[config.mk]
export PLATFORM = sky130hd
export DESIGN_NAME = pm_gpio_port_pin_mux
export DESIGN_NICKNAME = d
export VERILOG_FILES = /design/src/verilog/pm_pkg.sv /design/src/verilog/pm_gpio_port_pin_mux.sv /design/src/verilog/pm_sync3.sv
export SDC_FILE = /design/constraint.sdc
export NUM_CORES = 1
export LEC_CHECK = 0
export BUFFER_PORTS_ARGS = -buffer_cell sky130_fd_sc_hd__buf_2
export CAP_MARGIN = 20
export CORE_AREA = 2 2 380 382
export DETAILED_ROUTE_END_ITERATION = 12
export DIE_AREA = 0 0 382 384
export PLACE_DENSITY_LB_ADDON = 0.25
export RECOVER_POWER = 100
export SLEW_MARGIN = 20
export SYNTH_ARGS = -nofsm -noshare
export SYNTH_HDL_FRONTEND = slang
export SYNTH_SLANG_ARGS = --single-unit
export TNS_END_PERCENT = 10
[constraint.sdc]
create_clock -name core_clk -period 2.9 [get_ports core_clk]
set_clock_uncertainty 0.15 [all_clocks]
set_input_delay 0.29 -clock core_clk [delete_from_list [all_inputs] [get_ports core_clk]]
set_output_delay 0.29 -clock core_clk [all_outputs]
set_load 0.01 [all_outputs]
[src/verilog/pm_pkg.sv]
// constants, function codes and reset values for the port pin multiplexer
package pm_pkg;

  // pin counts per port and their place in the flat pin vector
  localparam int unsigned PM_A_PINS = 15;
  localparam int unsigned PM_B_PINS = 14;
  localparam int unsigned PM_C_PINS = 16;
  localparam int unsigned PM_D_PINS = 8;
  localparam int unsigned PM_A_BASE = 0;
  localparam int unsigned PM_B_BASE = PM_A_BASE + PM_A_PINS;
  localparam int unsigned PM_C_BASE = PM_B_BASE + PM_B_PINS;
  localparam int unsigned PM_D_BASE = PM_C_BASE + PM_C_PINS;
  localparam int unsigned PM_NPINS = PM_D_BASE + PM_D_PINS;

  // width of one pin's field in the function-select register
  localparam int unsigned PM_SELW = 3;
  localparam int unsigned PM_SEL_BITS = PM_NPINS * PM_SELW;

  // field encodings: which listed peripheral choice of a pin is taken
  localparam logic [2:0] PM_SEL_CHOICE0 = 3'h0;
  localparam logic [2:0] PM_SEL_CHOICE1 = 3'h1;
  localparam logic [2:0] PM_SEL_CHOICE2 = 3'h2;
  localparam logic [2:0] PM_SEL_CHOICE3 = 3'h3;
  localparam logic [2:0] PM_SEL_CHOICE4 = 3'h4;

  // peripheral signal codes; index into the peripheral-side vectors
  localparam int unsigned PM_NFUNC = 43;
  typedef enum logic [5:0] {
    F_MOTOR_OUT_4 = 6'h00,
    F_MOTOR_OUT_5 = 6'h01,
    F_TIMER_A_CH0 = 6'h02,
    F_TIMER_A_CH1 = 6'h03,
    F_TIMER_A_CH2 = 6'h04,
    F_TIMER_A_CH3 = 6'h05,
    F_TIMER_B_CH0 = 6'h06,
    F_TIMER_B_CH1 = 6'h07,
    F_TIMER_B_CH2 = 6'h08,
    F_TIMER_B_CH3 = 6'h09,
    F_FAULT_IN_0 = 6'h0a,
    F_FAULT_IN_1 = 6'h0b,
    F_FAULT_IN_2 = 6'h0c,
    F_FAULT_IN_3 = 6'h0d,
    F_COMPARATOR_A_INPUT1 = 6'h0e,
    F_COMPARATOR_B_INPUT1 = 6'h0f,
    F_COMPARATOR_A_INPUT2 = 6'h10,
    F_COMPARATOR_B_INPUT2 = 6'h11,
    F_COMPARATOR_A_OUTPUT = 6'h12,
    F_SYNC_SERIAL0_CLOCK = 6'h13,
    F_SYNC_SERIAL0_SELECT = 6'h14,
    F_SYNC_SERIAL0_MASTER_IN = 6'h15,
    F_SYNC_SERIAL0_MASTER_OUT = 6'h16,
    F_SYNC_SERIAL1_CLOCK = 6'h17,
    F_SYNC_SERIAL1_SELECT = 6'h18,
    F_SYNC_SERIAL1_MASTER_IN = 6'h19,
    F_SYNC_SERIAL1_MASTER_OUT = 6'h1a,
    F_ASYNC_SERIAL0_RECEIVE = 6'h1b,
    F_ASYNC_SERIAL0_TRANSMIT = 6'h1c,
    F_I2C_SCL = 6'h1d,
    F_I2C_SDA = 6'h1e,
    F_CAN_TX = 6'h1f,
    F_CAN_RX = 6'h20,
    F_MOTOR_SOURCE_IN_0 = 6'h21,
    F_MOTOR_SOURCE_IN_1 = 6'h22,
    F_MOTOR_SOURCE_IN_2 = 6'h23,
    F_CLOCK_OUTPUT = 6'h24,
    F_EXTERNAL_CLOCK_INPUT = 6'h25,
    F_EXT_RESET = 6'h26,
    F_TEST_DATA_IN = 6'h27,
    F_TEST_DATA_OUT = 6'h28,
    F_TEST_CLOCK = 6'h29,
    F_TEST_MODE_SELECT = 6'h2a,
    F_NONE = 6'h3f
  } pm_func_e;

  // reset: port a bit 7 and port d bits 0..3 start on a peripheral
  localparam logic [PM_NPINS-1:0] PM_PERIPH_EN_RST =
    (53'h1 << (PM_A_BASE + 7)) | (53'hf << PM_D_BASE);
  // choice 0 of those pins is the reset input and the test port
  localparam logic [PM_SEL_BITS-1:0] PM_SELECT_RST = 159'h0;

endpackage

[src/verilog/pm_gpio_port_pin_mux.sv]
// chip pin multiplexer: routes each port pin to gpio or a peripheral
//
// Overview of operation
// - four ports: a has 15 pins, b 14, c 16, d eight.
// - after reset port a is gpio, except bit 7 which is reset input.
// - after reset port d is gpio, except bits 0..3 which are test port.
// - ports b and c reset to gpio; b gets peripherals only when software selects, c has none.
// - a4 selects motor output 4, timer a ch2 or fault input 1.
// - a5 selects motor output 5, timer a ch3 or fault input 2.
// - a6 selects fault input 0 or timer a ch0.
// - a8 selects fault input 1, timer a ch2 or comparator a input 1.
// - a9 selects fault input 2, timer a ch3 or comparator b input 1.
// - a10/a11 select timer b ch2/ch3 or comparator a/b input 2.
// - a12..a14 select serial port 1 signal, a timer b or timer a channel.
// - b0/b1 select serial port 0 clock/select or i2c scl/sda.
// - b2/b3 select serial 0 master in/out, timer a ch2/3, motor source 0/1.
// - b4 has five choices: timer a0, clock out, ss1, timer b0, source 2.
// - b5: timer a1, fault 3, ext clock; b6: async rx, sda, ext clock.
// - external clock on b5/b6 also needs the pll enable.
// - b7 selects async serial 0 transmit or i2c scl.
// - b8/b9 select i2c scl/sda or can transmit/receive.
// - b10 selects timer b ch0 or comparator a output.
`timescale 1ns/100ps
module pm_gpio_port_pin_mux
  import pm_pkg::*;
(
  // clock and reset
  input wire logic core_clk,
  input wire logic nrst,
  // pads: input level, output level, output enable (low = driving)
  input wire logic [PM_NPINS-1:0] pad_in,
  output logic [PM_NPINS-1:0] pad_out,
  output logic [PM_NPINS-1:0] pad_oe_n,
  // configuration write port
  input wire logic cfg_wr,
  input wire logic [PM_NPINS-1:0] cfg_periph_en,
  input wire logic [PM_SEL_BITS-1:0] cfg_select,
  // clock generator pll control: external clock input enable
  input wire logic pll_ext_clock_en,
  // configuration and status readback
  output logic [PM_NPINS-1:0] periph_en_state,
  output logic [PM_SEL_BITS-1:0] pin_function_select_reg,
  output logic [PM_NPINS-1:0] pin_is_periph_state,
  output logic [PM_NPINS-1:0] select_fault,
  output logic route_conflict,
  // gpio controller side
  input wire logic [PM_NPINS-1:0] gpio_out,
  input wire logic [PM_NPINS-1:0] gpio_dir,
  output logic [PM_NPINS-1:0] gpio_in,
  // peripheral side, indexed by pm_func_e code
  input wire logic [PM_NFUNC-1:0] periph_out,
  input wire logic [PM_NFUNC-1:0] periph_drive,
  output logic [PM_NFUNC-1:0] periph_in
);

  // pick one of up to five listed peripheral choices by field value
  function automatic pm_func_e pm_pick(
    input pm_func_e c0,
    input pm_func_e c1,
    input pm_func_e c2,
    input pm_func_e c3,
    input pm_func_e c4,
    input logic [2:0] s
  );
    pm_func_e f;
    f = F_NONE;
    case (s)
      PM_SEL_CHOICE0: f = c0;
      PM_SEL_CHOICE1: f = c1;
      PM_SEL_CHOICE2: f = c2;
      PM_SEL_CHOICE3: f = c3;
      PM_SEL_CHOICE4: f = c4;
      default: f = F_NONE;
    endcase
    return f;
  endfunction

  // routing table; pins not listed here have no peripheral choice
  function automatic pm_func_e pm_route(
    input int unsigned pin,
    input logic [2:0] s
  );
    pm_func_e f;
    f = F_NONE;
    case (pin)
      // port a
      PM_A_BASE + 4: f = pm_pick(F_MOTOR_OUT_4, F_TIMER_A_CH2, F_FAULT_IN_1,
                                 F_NONE, F_NONE, s);
      PM_A_BASE + 5: f = pm_pick(F_MOTOR_OUT_5, F_TIMER_A_CH3, F_FAULT_IN_2,
                                 F_NONE, F_NONE, s);
      PM_A_BASE + 6: f = pm_pick(F_FAULT_IN_0, F_TIMER_A_CH0, F_NONE,
                                 F_NONE, F_NONE, s);
      PM_A_BASE + 7: f = pm_pick(F_EXT_RESET, F_NONE, F_NONE,
                                 F_NONE, F_NONE, s);
      PM_A_BASE + 8: f = pm_pick(F_FAULT_IN_1, F_TIMER_A_CH2, F_COMPARATOR_A_INPUT1,
                                 F_NONE, F_NONE, s);
      PM_A_BASE + 9: f = pm_pick(F_FAULT_IN_2, F_TIMER_A_CH3, F_COMPARATOR_B_INPUT1,
                                 F_NONE, F_NONE, s);
      PM_A_BASE + 10: f = pm_pick(F_TIMER_B_CH2, F_COMPARATOR_A_INPUT2, F_NONE,
                                  F_NONE, F_NONE, s);
      PM_A_BASE + 11: f = pm_pick(F_TIMER_B_CH3, F_COMPARATOR_B_INPUT2, F_NONE,
                                  F_NONE, F_NONE, s);
      PM_A_BASE + 12: f = pm_pick(F_SYNC_SERIAL1_CLOCK, F_TIMER_B_CH1, F_TIMER_A_CH1,
                                  F_NONE, F_NONE, s);
      PM_A_BASE + 13: f = pm_pick(F_SYNC_SERIAL1_MASTER_IN, F_TIMER_B_CH2,
                                  F_TIMER_A_CH2, F_NONE, F_NONE, s);
      PM_A_BASE + 14: f = pm_pick(F_SYNC_SERIAL1_MASTER_OUT, F_TIMER_B_CH3,
                                  F_TIMER_A_CH3, F_NONE, F_NONE, s);
      // port b
      PM_B_BASE + 0: f = pm_pick(F_SYNC_SERIAL0_CLOCK, F_I2C_SCL, F_NONE,
                                 F_NONE, F_NONE, s);
      PM_B_BASE + 1: f = pm_pick(F_SYNC_SERIAL0_SELECT, F_I2C_SDA, F_NONE,
                                 F_NONE, F_NONE, s);
      PM_B_BASE + 2: f = pm_pick(F_SYNC_SERIAL0_MASTER_IN, F_TIMER_A_CH2,
                                 F_MOTOR_SOURCE_IN_0, F_NONE, F_NONE, s);
      PM_B_BASE + 3: f = pm_pick(F_SYNC_SERIAL0_MASTER_OUT, F_TIMER_A_CH3,
                                 F_MOTOR_SOURCE_IN_1, F_NONE, F_NONE, s);
      PM_B_BASE + 4: f = pm_pick(F_TIMER_A_CH0, F_CLOCK_OUTPUT, F_SYNC_SERIAL1_SELECT,
                                 F_TIMER_B_CH0, F_MOTOR_SOURCE_IN_2, s);
      PM_B_BASE + 5: f = pm_pick(F_TIMER_A_CH1, F_FAULT_IN_3, F_EXTERNAL_CLOCK_INPUT,
                                 F_NONE, F_NONE, s);
      PM_B_BASE + 6: f = pm_pick(F_ASYNC_SERIAL0_RECEIVE, F_I2C_SDA,
                                 F_EXTERNAL_CLOCK_INPUT, F_NONE, F_NONE, s);
      PM_B_BASE + 7: f = pm_pick(F_ASYNC_SERIAL0_TRANSMIT, F_I2C_SCL, F_NONE,
                                 F_NONE, F_NONE, s);
      PM_B_BASE + 8: f = pm_pick(F_I2C_SCL, F_CAN_TX, F_NONE,
                                 F_NONE, F_NONE, s);
      PM_B_BASE + 9: f = pm_pick(F_I2C_SDA, F_CAN_RX, F_NONE,
                                 F_NONE, F_NONE, s);
      PM_B_BASE + 10: f = pm_pick(F_TIMER_B_CH0, F_COMPARATOR_A_OUTPUT, F_NONE,
                                  F_NONE, F_NONE, s);
      // port d test port
      PM_D_BASE + 0: f = pm_pick(F_TEST_DATA_IN, F_NONE, F_NONE,
                                 F_NONE, F_NONE, s);
      PM_D_BASE + 1: f = pm_pick(F_TEST_DATA_OUT, F_NONE, F_NONE,
                                 F_NONE, F_NONE, s);
      PM_D_BASE + 2: f = pm_pick(F_TEST_CLOCK, F_NONE, F_NONE,
                                 F_NONE, F_NONE, s);
      PM_D_BASE + 3: f = pm_pick(F_TEST_MODE_SELECT, F_NONE, F_NONE,
                                 F_NONE, F_NONE, s);
      default: f = F_NONE;
    endcase
    return f;
  endfunction

  // whole state of the block
  typedef struct packed {
    logic [PM_NPINS-1:0] periph_en;
    logic [PM_SEL_BITS-1:0] select;
    logic [PM_NPINS-1:0] pad_out;
    logic [PM_NPINS-1:0] pad_oe_n;
    logic [PM_NPINS-1:0] gpio_in;
    logic [PM_NFUNC-1:0] periph_in;
    logic [PM_NPINS-1:0] is_periph;
    logic [PM_NPINS-1:0] sel_fault;
    logic conflict;
  } pm_state_s;

  pm_state_s st;
  pm_state_s next_st;

  logic [PM_NPINS-1:0] pad_sync;
  pm_func_e pin_func [PM_NPINS];
  logic [PM_NPINS-1:0] pin_periph;
  logic [PM_NPINS-1:0] pin_bad;

  // pad inputs come from outside the clock domain
  pm_sync3 u_sync (
    .core_clk(core_clk),
    .nrst(nrst),
    .raw(pad_in),
    .clean(pad_sync)
  );

  // per pin: decode the selected function and whether it may be used
  genvar gi;
  generate
    for (gi = 0; gi < PM_NPINS; gi++) begin : g_pin
      logic blocked;
      assign pin_func[gi] = pm_route(gi, st.select[gi*PM_SELW +: PM_SELW]);
      // external clock also needs the pll enable, else pin stays gpio
      assign blocked = (pin_func[gi] == F_EXTERNAL_CLOCK_INPUT) &&
                       !pll_ext_clock_en;
      // only an enabled pin with a real choice leaves gpio mode
      assign pin_periph[gi] = st.periph_en[gi] && (pin_func[gi] != F_NONE) &&
                              !blocked;
      assign pin_bad[gi] = st.periph_en[gi] && !pin_periph[gi];
    end
  endgenerate

  // next-state logic
  always_comb begin
    logic [PM_NFUNC-1:0] claimed;
    int unsigned fi;
    claimed = '0;
    fi = 0;
    next_st = st;
    // software writes the enables and the select fields together
    if (cfg_wr) begin
      next_st.periph_en = cfg_periph_en;
      next_st.select = cfg_select;
    end
    next_st.periph_in = '0;
    next_st.conflict = 1'b0;
    next_st.is_periph = pin_periph;
    next_st.sel_fault = pin_bad;
    // gpio sees every pad level, whatever the pin is given to
    next_st.gpio_in = pad_sync;
    for (int p = 0; p < PM_NPINS; p++) begin
      if (pin_periph[p]) begin
        fi = int'(pin_func[p]);
        // peripheral owns the pad; it decides when to drive
        next_st.pad_out[p] = periph_out[fi];
        next_st.pad_oe_n[p] = !periph_drive[fi];
        // two pins on one signal: levels are or-ed, flagged for software
        if (claimed[fi]) begin
          next_st.conflict = 1'b1;
        end
        claimed[fi] = 1'b1;
        next_st.periph_in[fi] = next_st.periph_in[fi] | pad_sync[p];
      end else begin
        // plain gpio bit
        next_st.pad_out[p] = gpio_out[p];
        next_st.pad_oe_n[p] = !gpio_dir[p];
      end
    end
  end

  // reset puts every pad in input mode and the documented defaults in place
  always_ff @(posedge core_clk) begin
    if (!nrst) begin
      st.periph_en <= PM_PERIPH_EN_RST;
      st.select <= PM_SELECT_RST;
      st.pad_out <= '0;
      st.pad_oe_n <= '1;
      st.gpio_in <= '0;
      st.periph_in <= '0;
      st.is_periph <= '0;
      st.sel_fault <= '0;
      st.conflict <= 1'b0;
    end else begin
      st <= next_st;
    end
  end

  // all outputs straight from state flops
  assign pad_out = st.pad_out;
  assign pad_oe_n = st.pad_oe_n;
  assign periph_en_state = st.periph_en;
  assign pin_function_select_reg = st.select;
  assign pin_is_periph_state = st.is_periph;
  assign select_fault = st.sel_fault;
  assign route_conflict = st.conflict;
  assign gpio_in = st.gpio_in;
  assign periph_in = st.periph_in;

endmodule

[src/verilog/pm_sync3.sv]
// three-stage pad input synchroniser with agreement filter
`timescale 1ns/100ps
module pm_sync3
  import pm_pkg::*;
(
  // clock and reset
  input wire logic core_clk,
  input wire logic nrst,
  // raw pad levels and filtered result
  input wire logic [PM_NPINS-1:0] raw,
  output logic [PM_NPINS-1:0] clean
);

  typedef struct packed {
    logic [PM_NPINS-1:0] s1;
    logic [PM_NPINS-1:0] s2;
    logic [PM_NPINS-1:0] s3;
    logic [PM_NPINS-1:0] held;
  } pm_sync_s;

  pm_sync_s st;
  pm_sync_s next_st;

  // s1 feeds only s2; a change is taken once s2 and s3 agree
  always_comb begin
    next_st.s1 = raw;
    next_st.s2 = st.s1;
    next_st.s3 = st.s2;
    next_st.held = (~(st.s2 ^ st.s3) & st.s3) | ((st.s2 ^ st.s3) & st.held);
  end

  always_ff @(posedge core_clk) begin
    if (!nrst) begin
      st <= '0;
    end else begin
      st <= next_st;
    end
  end

  assign clean = st.held;

endmodule

==> results of run 1 <==
==> layout make-up <==
| type | instances | share of cell area (%) |
|---|---|---|
| flip-flops and latches | 706 | 35.1 |
| well taps | 1903 | 5.90 |
| multi-input cells | 1542 | 24.7 |
| inverters | 18 | 0.192 |
| diodes | 9 | 0.0558 |
| clock inverters | 32 | 1.08 |
| repair buffers | 1595 | 26.8 |
| clock buffers | 125 | 6.23 |
==> layer usage <==
layer,part of all wire (%),up-vias,GRT usage [%]
met5,0.11,-,0
met3,8.2,185,5.46
met1,45,11138,21.9
met4,3.1,20,5.64
li1,-,11216,-
met2,44,823,25.8
==> synthesized netlist by cell type, types with 14 or more instances <==
library cell | count | share of area, %
o21ai_0 | 84 | 1.7
and2_1 | 284 | 7.1
buf_4 | 55 | 1.7
a21oi_1 | 104 | 2.1
nand2_1 | 168 | 2.5
nor3_1 | 24 | 0.48
nor2_1 | 287 | 4.3
nand3_1 | 28 | 0.56
inv_1 | 18 | 0.27
dfxtp_1 | 706 | 57
nand2b_1 | 20 | 0.50
nor2b_1 | 31 | 0.78
clkbuf_1 | 116 | 1.8
mux2i_1 | 246 | 9.9
buf_1 | 14 | 0.21
a211oi_1 | 20 | 0.60
==> stage by stage <==
| stage | util (%) | setup TNS, ps | hold slack, ps |
|---|---|---|---|
| after floorplan | - | -50.8 | 202 |
| after global placement | 22.9 | -678 | 264 |
| after detailed placement | 22.9 | -433 | 267 |
| after CTS | 28.2 | 0 | 3.04 |
| after global routing | 28.2 | -156 | 26.2 |
| final | 28.3 | 0 | 10.6 |
==> repair_timing <==
item                                    CTS  global route
hold endpoints to repair                404             0
hold buffers                            449             0
buffers inserted                          0             3
pin swaps                                 3            14
endpoints found under the setup margin    9            16
gates resized for setup                   9            36
==> tightest hold or removal path, delay by kind of cell <==
family | cells | cell delay, ps
and+or+nand+nor | 1 | 70
muxes | 1 | 200
buffers and inverters | 1 | 260
==> where the power goes <==
group          total, W  switching [W]  internal [W]  leakage, nW
Combinational   0.00319        0.00164       0.00156         11.2
Sequential       0.0104       0.000240        0.0101         5.80
Clock            0.0112        0.00466       0.00654         1.45
Total            0.0248        0.00654        0.0182         18.5
==> cell families after synthesis <==
family | share of synthesized area, %
and+or+nand+nor | 18.9
DFF | 56.9
AOI/OAI and AO/OA | 7.97
muxes | 11.5
buffers and inverters | 4.11
adders and majority gates | 0.554
xor gates and xnor gates | 0.0705
other | 0.0151
==> final timing paths <==
| path | endpoint | slack (ps) |
|---|---|---|
| worst max-delay path | periph_in[5] | 50 |
| worst min-delay path | pin_function_select_reg[1] | 10 |
| worst max register to register | periph_in[5] | 50 |
| worst min register to register | flip-flop | 250 |
==> impl_results.md, run 1 <==
* Max reg flops at approximately 160
* Crit path time final at ~2900 ps
* Register area at 0.0141 mm^2
* Critical path's top delay family: compound AO/OA/AOI/OAI gates
* Vias in the first global route at roughly 23000
* Die span in y at 384 um
* Pwr Total at approximately 0.025 W
* Sequential fraction of the synthesis area at 56.9%
* Crit path depth at 12
* Power per cell area at 614 mW/mm^2
* Multi-input gate area at about 0.01 mm^2
* Seq cells post-synth at roughly 710
* Post-Syn Area at between 0.02 and 0.025 mm^2
* Longest Clk Path Bufs at 3
* Final net count at 4424
* Fill cells at between 15000 and 20000
* Overflow after GRT at 0
* Reg2reg start: pin_function_select_reg[42]
* Post-synth ARST share at 0%
* Ports at between 900 and 1000
* Post-DP HPWL at around 100000 um
* Commonest cells after routing, fill and taps aside: buf_2, dfxtp_1, dlygate4sd3_1
* Critical path startpoint: pin_function_select_reg[42]
* IO buf count at around 950
* Clk pin slew, worst setup/hold paths at about 60 ps
* Crit path DAT at around 3300 ps
* DR pass1 iterations at 5
* Num rows at between 100 and 150
* Area Growth Syn to Fin at 62.3%
* Worst setup SP type: flip-flop
* Worst-Margin Slew at roughly 860 ps
* Unrepaired setup endpoints after global routing: yes
* Post-route ant nets at 0
* Avg WL per Cell at between 20 and 25 um
* Yosys warns at 0
* CTS Root Cell: clkbuf_16
* CTS Sinks at 706
* Cts bufs inserted at 89
* Worst vdd ir at about 0.45 mV
* CTS tree: yes
* Status: completed
* WHS Path Cells at 3
* LEAKAGE at approximately 18 nW
* CP max stage cell: or3b_4
* Area of the core at approximately 0.14 mm^2
* Die Width at between 300 and 400 um
* Post-route cell area at just over 0.04 mm^2
* Layout cells sized above 1 at about a third
* Syn_area_per_cell at about 10 um^2
* Synth cell types at 79
* Max capacitance violation total at 0
* Total Die Area at ~0.15 mm^2
* Relative slew margins at 42.5%
* Crit path max fanout at 4
* H-tree levels at 3
* Crit-path max cell delay at 450 ps
* Initial antenna violation count at 40
* Vias/cell at between 3 and 4
* Final Wtd Congestion at slightly below 0.9
* Placed cell count at ~5300
* Reg2reg path depth at 12
* Final cell count without fillers at 5930
* Critical path buffers and inverters at 2
* Worst slack, placed at -97.4 ps
* Placement Cell Area at ~0.033 mm^2
* Final setup viols at 0
* Max Slew Vio Count at 0
* Most common cell after layout, fill and taps aside: buf_2
* DRC Markers at 0
* Fmax at approximately 350 MHz
* Worst skew pair latency at 720 ps
* Worst Hold Class: primary input to flip-flop
* Period utilization at a little over nine tenths
* Worst EP required at 3380 ps
* Top FF cell, synth: dfxtp_1
* Critical path cell sequence: xor2_2, nand2b_4, buf_6, inv_4, ha_4, nand4bb_1, or3b_4, and2_4, a211o_1, a211oi_2, o31ai_4, a22oi_1
* Largest net degree at the start of global routing at 113
* Initial drt markers at roughly 1000
* Total Routing Usage GR at ~17%
* Final Hold Vio Count at 0
* Critical path type: flip-flop to flip-flop
* Syn Inst Count at around 2400
* Vias after detailed routing at 23382
* First-pass GRT wire length at between 150000 and 200000 um
* Starting Density at approximately 17%
* Drt total wl at around 130000 um
* Final WS setup at about 49 ps
* Worst Min Path Start: cfg_wr
* Number of synthesized flops with an enable pin at 0
* Crit. End Element: flip-flop
No activity file was read; power rests on OpenSTA's default activity.
==> run 2, diff against run 1 <==
--- a/config.mk
+++ b/config.mk
@@ -7,11 +7,12 @@
 export LEC_CHECK = 0
 export BUFFER_PORTS_ARGS = -buffer_cell sky130_fd_sc_hd__buf_2
 export CAP_MARGIN = 20
-export CORE_AREA = 2 2 380 382
+export CORE_AREA = 2 2 385 387
 export DETAILED_ROUTE_END_ITERATION = 12
-export DIE_AREA = 0 0 382 384
+export DIE_AREA = 0 0 387 389
 export PLACE_DENSITY_LB_ADDON = 0.25
 export RECOVER_POWER = 100
+export SKIP_LAST_GASP = 1
 export SLEW_MARGIN = 20
 export SYNTH_ARGS = -nofsm -noshare
 export SYNTH_HDL_FRONTEND = slang
==> run 2 against run 1 <==
Net effect:
- the flow now finishes with violations (hold timing)
- critical path depth is the same
- core utilization shrank 0.69 points
- clock power is essentially flat
- global-route usage shrank 0.27 points
- combinational power grew 1%
- die area grew 2.6%
- non-clock buffer count shrank 9
- sequential share of layout area shrank 0.055 points
- first-iteration DRC count grew 4.4%
- hold slack lost 14 ps
- maximum frequency shrank 0.53%
- via count grew 0.47%
- critical endpoint is now route_conflict
==> impl_results.md, run 2 (same netlist as run 1, synthesis figures left out) <==
* Pwr Total at 0.0248 W
* Worst-Margin Slew at between 1000 and 1500 ps
* Critical R2R Capture: route_conflict
* Final design utilization at between 20 and 30%
* Max Slew Vio Count at 0
* Vias after detailed routing at 23491
* Worst Hold Class: primary input to flip-flop
* Vias/cell at about 3.9
* Num rows at 141
* Clock Power Share at 45.3%
* Crit path DAT at around 3300 ps
* Final net count at 4412
* Clk pin slew, worst setup/hold paths at 60 ps
* Die Width at 387 um
* WHS Path Cells at 3
* Placement Cell Area at 0.0326 mm^2
* CTS tree: yes
* Total Routing Usage GR at ~16%
* Final setup viols at 0
* Reg2reg start: pin_function_select_reg[43]
* Sequential power share at between 40% and 50%
* Crit. End Element: flip-flop
* Crit path time final at between 2000 and 3000 ps
* Final Hold Vio Count at 1
* Reg2reg path depth at 12
* H-tree levels at 3
* Vias in the first global route at about 23000
* Most common cell after layout, fill and taps aside: buf_2
* Post-route ant nets at 0
* Post-DP HPWL at 102000 um
* Max reg flops at ~160
* Longest Clk Path Bufs at 3
* Fmax at 349 MHz
* First-pass GRT wire length at 177000 um
* DR pass1 iterations at 4
* Max capacitance violation total at 0
* IO buf count at 954
* Commonest cells after routing, fill and taps aside: buf_2, dfxtp_1, dlygate4sd3_1
* Min-Delay Endpoint: pin_function_select_reg[75]
* Area of the core at between 0.1 and 0.15 mm^2
* Drt total wl at 129000 um
* Status: finished with violations
* Area Growth Syn to Fin at 62.6%
* Failing checks: hold timing
* LEAKAGE at about 18 nW
* Final Wtd Congestion at roughly 0.84
* Comb pwr share at between 10% and 20%
* Layout cells sized above 1 at 33.5%
* Relative slew margins at between 10% and 20%
* Largest net degree at the start of global routing at between 80 and 90
* Period utilization at between 90 and 100%
* CTS Root Cell: clkbuf_16
* Total Die Area at between 0.15 and 0.2 mm^2
* Ports at just under 1000
* Cts bufs inserted at 86
* Psw at between 0.006 and 0.007 W
* Worst EP required at approximately 3400 ps
* Power per cell area at 615 mW/mm^2
* WHS at -3.83 ps
* Critical path type: flip-flop to flip-flop
* Worst vdd ir at slightly below 0.4 mV
* CTS Sinks at around 700
* Sw Share at around a quarter
* DRC Markers at 0
* Die span in y at a little under 400 um
* Reg2reg setup slack at between 30 and 40 ps
* Initial drt markers at between 1000 and 1500
* Worst setup SP type: flip-flop
* Overflow after GRT at 0
* Initial antenna violation count at 49
* Internal cell power at around 0.018 W
* Avg WL per Cell at between 20 and 25 um
* Starting Density at between 10% and 20%
* Unrepaired setup endpoints after global routing: yes
* Crit path max fanout at 5
* Worst Min Path Start: cfg_select[75]
* Post-route cell area at between 0.04 and 0.05 mm^2
* Worst skew pair latency at about 710 ps
[run 2: changes by cell type in the layout (fill, tap and decap cells not counted), sizes merged]
cell | before | now
buf | 1139 | 1121
dlygate4sd3 | 449 | 455
clkinvlp | 1 | 6
clkinv | 20 | 17
diode | 9 | 12
bufinv | 5 | 6
clkbuf | 132 | 133
inv | 24 | 23
[run 2: area by class of cell]
cell class                 count  area (um^2)
clock inverter                34          475
multi-input combinational   1542        10000
sequential                   706        14100
clock buffer                 123         2470
timing repair buffer        1586        10800
fill                       15785       106000
tap                         1930         2410
inverter                      18         75.1
antenna                       12         30.0
[run 2: power groups by stage]
stage	Clock (W)	Sequential [W]	Combinational (W)
finish	0.0113	0.0103	0.00323
global route	0.0120	0.0104	0.00347
CTS	0.0117	0.0103	0.00321
detailed placement	0	0.0106	0.00263
global placement	0	0.0105	0.00263
floorplan	0	0.0106	0.00109
[run 2: how the worst max path moves through the flow]
stage	start	endpoint	cells past startpoint
finish	pin_function_select_reg[43]	route_conflict	12
detailed placement	pin_function_select_reg[61]	route_conflict	11
floorplan	pin_function_select_reg[43]	periph_in[3]	11
CTS	pin_function_select_reg[43]	periph_in[7]	10
global placement	pin_function_select_reg[60]	route_conflict	11
global route	pin_function_select_reg[42]	periph_in[5]	11
[run 2: worst max-delay path, cell delays in order (launching register included)]
cell and delay [ps]:
dfxtp_4 360, xor2_1 160, nand2b_1 100, buf_6 130, ha_4 160, buf_6 90
nand4b_1 140, nor2_1 70, o311a_1 400, a2111oi_4 350, buf_4 170, nand3_2 60
o41a_1 420
[run 2: metrics by stage]
step,TNS [ps],setup slack (ps),std cells
2_1_floorplan,-50.8,-25.4,2459
3_3_place_gp,-642,-284,5311
3_5_place_dp,-685,-327,5311
4_1_cts,-35.0,-13.9,5925
5_1_grt,-437,-70.1,5941
6_report,0,33.3,5951
[run 2: routing by layer]
| metal | track usage (%) | vias to the layer above | part of all wire (%) |
|---|---|---|---|
| li1 | - | 11206 | - |
| met1 | 21.0 | 11255 | 44 |
| met2 | 26.1 | 819 | 45 |
| met3 | 5.65 | 185 | 8.3 |
| met4 | 4.95 | 26 | 2.6 |
| met5 | 0 | - | 0.13 |
[run 2: repair_timing]
action | CTS | global route
hold buffers | 455 | 0
pin swaps | 2 | 23
setup endpoints to repair | 10 | 21
buffers inserted | 2 | 14
resized for setup | 9 | 45
hold endpoints to repair | 396 | 0
==> run 3, diff against run 2 <==
--- a/config.mk
+++ b/config.mk
@@ -10,10 +10,10 @@
 export CORE_AREA = 2 2 385 387
 export DETAILED_ROUTE_END_ITERATION = 12
 export DIE_AREA = 0 0 387 389
+export MAX_ROUTING_LAYER = met4
 export PLACE_DENSITY_LB_ADDON = 0.25
 export RECOVER_POWER = 100
 export SKIP_LAST_GASP = 1
-export SLEW_MARGIN = 20
 export SYNTH_ARGS = -nofsm -noshare
 export SYNTH_HDL_FRONTEND = slang
 export SYNTH_SLANG_ARGS = --single-unit
==> run 3 against run 2 <==
Net effect:
- the run ends with capacitance limit, slew limit, setup timing left
- via count shrank 0.49%
- cell count barely moved
- clock power about the same
- sequential share of layout area increased by 0.14 points
- hold slack better by 42 ps
- core utilization decreased by 0.11 points
- setup slack lost 66 ps
- clock-buffer cell count is 1 higher
- critical path depth down 1
- final area down 0.40%
- critical endpoint unchanged
- largest power group unchanged
- highest routed layer is now met4
==> impl_results.md, run 3 (same netlist as run 1, synthesis figures left out) <==
* Status: finished with violations
* Failing checks: capacitance limit, slew limit, setup timing
* Crit-path max cell delay at 410 ps
* H-tree levels at 3
* Total Die Area at around 0.15 mm^2
* CTS Root Cell: clkbuf_16
* Comb pwr share at about an eighth
* Total Routing Usage GR at 17.0%
* Crit path max fanout at 5
* Worst skew pair latency at roughly 710 ps
* Starting Density at ~17%
* Avg WL per Cell at 21.7 um
* DR pass1 iterations at 5
* Layout cells sized above 1 at about a third
* Cts bufs inserted at slightly below 90
* Unrepaired setup endpoints after global routing: yes
* Worst vdd ir at slightly above 0.5 mV
* Period utilization at 101%
* Max Slew Vio Count at 39
* Critical path type: flip-flop to flip-flop
* Worst EP required at around 3400 ps
* Relative slew margins at -2.98%
* Drt total wl at 129000 um
* Clk pin slew, worst setup/hold paths at around 60 ps
* Most common cell after layout, fill and taps aside: buf_2
* Vias/cell at about 3.9
* CP max stage cell: o41a_1
* Crit. End Element: flip-flop
* Max reg flops at between 150 and 200
* Psw at 0.00663 W
* Worst slack, placed at -146 ps
* Vias in the first global route at approximately 24000
* Clock Power Share at between 40 and 50%
* First-pass GRT wire length at about 180000 um
* Longest Clk Path Bufs at 3
* Most used cell, CP: buf_4
* Worst-Margin Slew at around 1500 ps
* Die span in y at between 300 and 400 um
* Final setup viols at 1
* Initial antenna violation count at 36
* Area Growth Syn to Fin at 61.9%
* Power per cell area at 619 mW/mm^2
* CTS Sinks at 706
* Crit path time final at 2930 ps
* Worst setup SP type: flip-flop
* Sequential power share at between 40 and 50%
* Crit path DAT at 3380 ps
* Num rows at roughly 140
* Largest net degree at the start of global routing at about 110
* Internal cell power at 0.0183 W
* Final Wtd Congestion at 0.877
* Final WS setup at -32.6 ps
* Ports at ~980
* IO buf count at 954
* Final design utilization at 27.5%
* CTS tree: yes
* Fmax at around 340 MHz
* Commonest cells after routing, fill and taps aside: buf_2, dfxtp_1, dlygate4sd3_1
* Worst Hold Class: primary input to flip-flop
* WHS at 38.6 ps
* Final Hold Vio Count at 0
* Post-DP HPWL at roughly 100000 um
* Initial drt markers at about 1000
* Area of the core at between 0.1 and 0.15 mm^2
* Overflow after GRT at 0
* Max capacitance violation total at 1
* Vias after detailed routing at roughly 23000
* Critical path cell sequence: xor2_1, nand2b_1, ha_2, buf_4, nand4b_1, nor2_1, o311a_1, a2111oi_2, buf_4, nand3_1, o41a_1
* Die Width at 387 um
* Final net count at ~4400
* LEAKAGE at 18.3 nW
* Sw Share at a little over a quarter
* Post-route ant nets at 0
* DRC Markers at 0
run 3: changes by cell type in the layout (fill, tap and decap cells not counted), sizes merged:
cell,previous run,this run
bufinv,6,5
clkinvlp,6,5
clkinv,17,23
buf,1121,1087
dlygate4sd3,455,452
clkbuf,133,163
inv,23,22
diode,12,21
run 3: area by class of cell:
class                      count  area, um^2
clock inverter                37         472
timing repair buffer        1578       10600
multi-input combinational   1542        9940
antenna                       21        52.6
clock buffer                 124        2540
inverter                      18        75.1
sequential                   706       14100
tap                         1930        2410
fill                       15675      106000
run 3: path summary, 6_finish.rpt:
| path | startpoint | end | slack, ps | cells past startpoint |
|---|---|---|---|---|
| worst max-delay path | pin_function_select_reg[43] | route_conflict | -30 | 11 |
| worst min-delay path | cfg_wr | pin_function_select_reg[15] | 40 | 3 |
| worst max register to register | pin_function_select_reg[43] | route_conflict | -30 | 11 |
| worst min register to register | u_sync.next_st[120] | u_sync.next_st[67] | 270 | 1 |
run 3: layer usage:
layer / wire length (um) / up-vias / GRT usage, % / share of wire [%]
li1: - / 11190 / - / -
met1: 57200 / 11203 / 21.0 / 44
met2: 57900 / 802 / 26.1 / 45
met3: 10100 / 180 / 5.34 / 7.8
met4: 3910 / 0 / 5.80 / 3.0
met5: 0 / - / - / 0
run 3: power groups by stage:
| stage | Combinational (W) | Clock, W | Sequential (W) |
|---|---|---|---|
| after floorplan | 0.00109 | 0 | 0.0106 |
| after global placement | 0.00266 | 0 | 0.0105 |
| after detailed placement | 0.00266 | 0 | 0.0106 |
| after CTS | 0.00322 | 0.0118 | 0.0103 |
| after global routing | 0.00344 | 0.0122 | 0.0104 |
| final | 0.00319 | 0.0114 | 0.0104 |
run 3: per-stage QoR:
step	total power [W]	instances	TNS [ps]	area [um^2]
global route	0.0260	5950	-1590	40200
global placement	0.0132	5319	-112	32600
floorplan	0.0117	2459	-50.8	25000
detailed placement	0.0132	5319	-245	32600
CTS	0.0254	5932	-37.8	40200
finish	0.0249	5956	-32.6	40300
run 3: timing repair:
item	CTS	global route
pin swaps	1	9
hold endpoints to repair	405	0
cloned	0	0
setup endpoints to repair	9	17
resized for setup	5	23
hold buffers	452	0
setup buffers	0	3
run 3: critical path: cells and delay by family, from the launching register on:
family,cells,cell delay (ps)
AO/OA/AOI/OAI,3,1160
flip-flops,1,360
AND/OR/NAND/NOR,4,440
adder cells (fa/ha/maj),1,230
XOR/XNOR,1,160
buffers and inverters,2,320
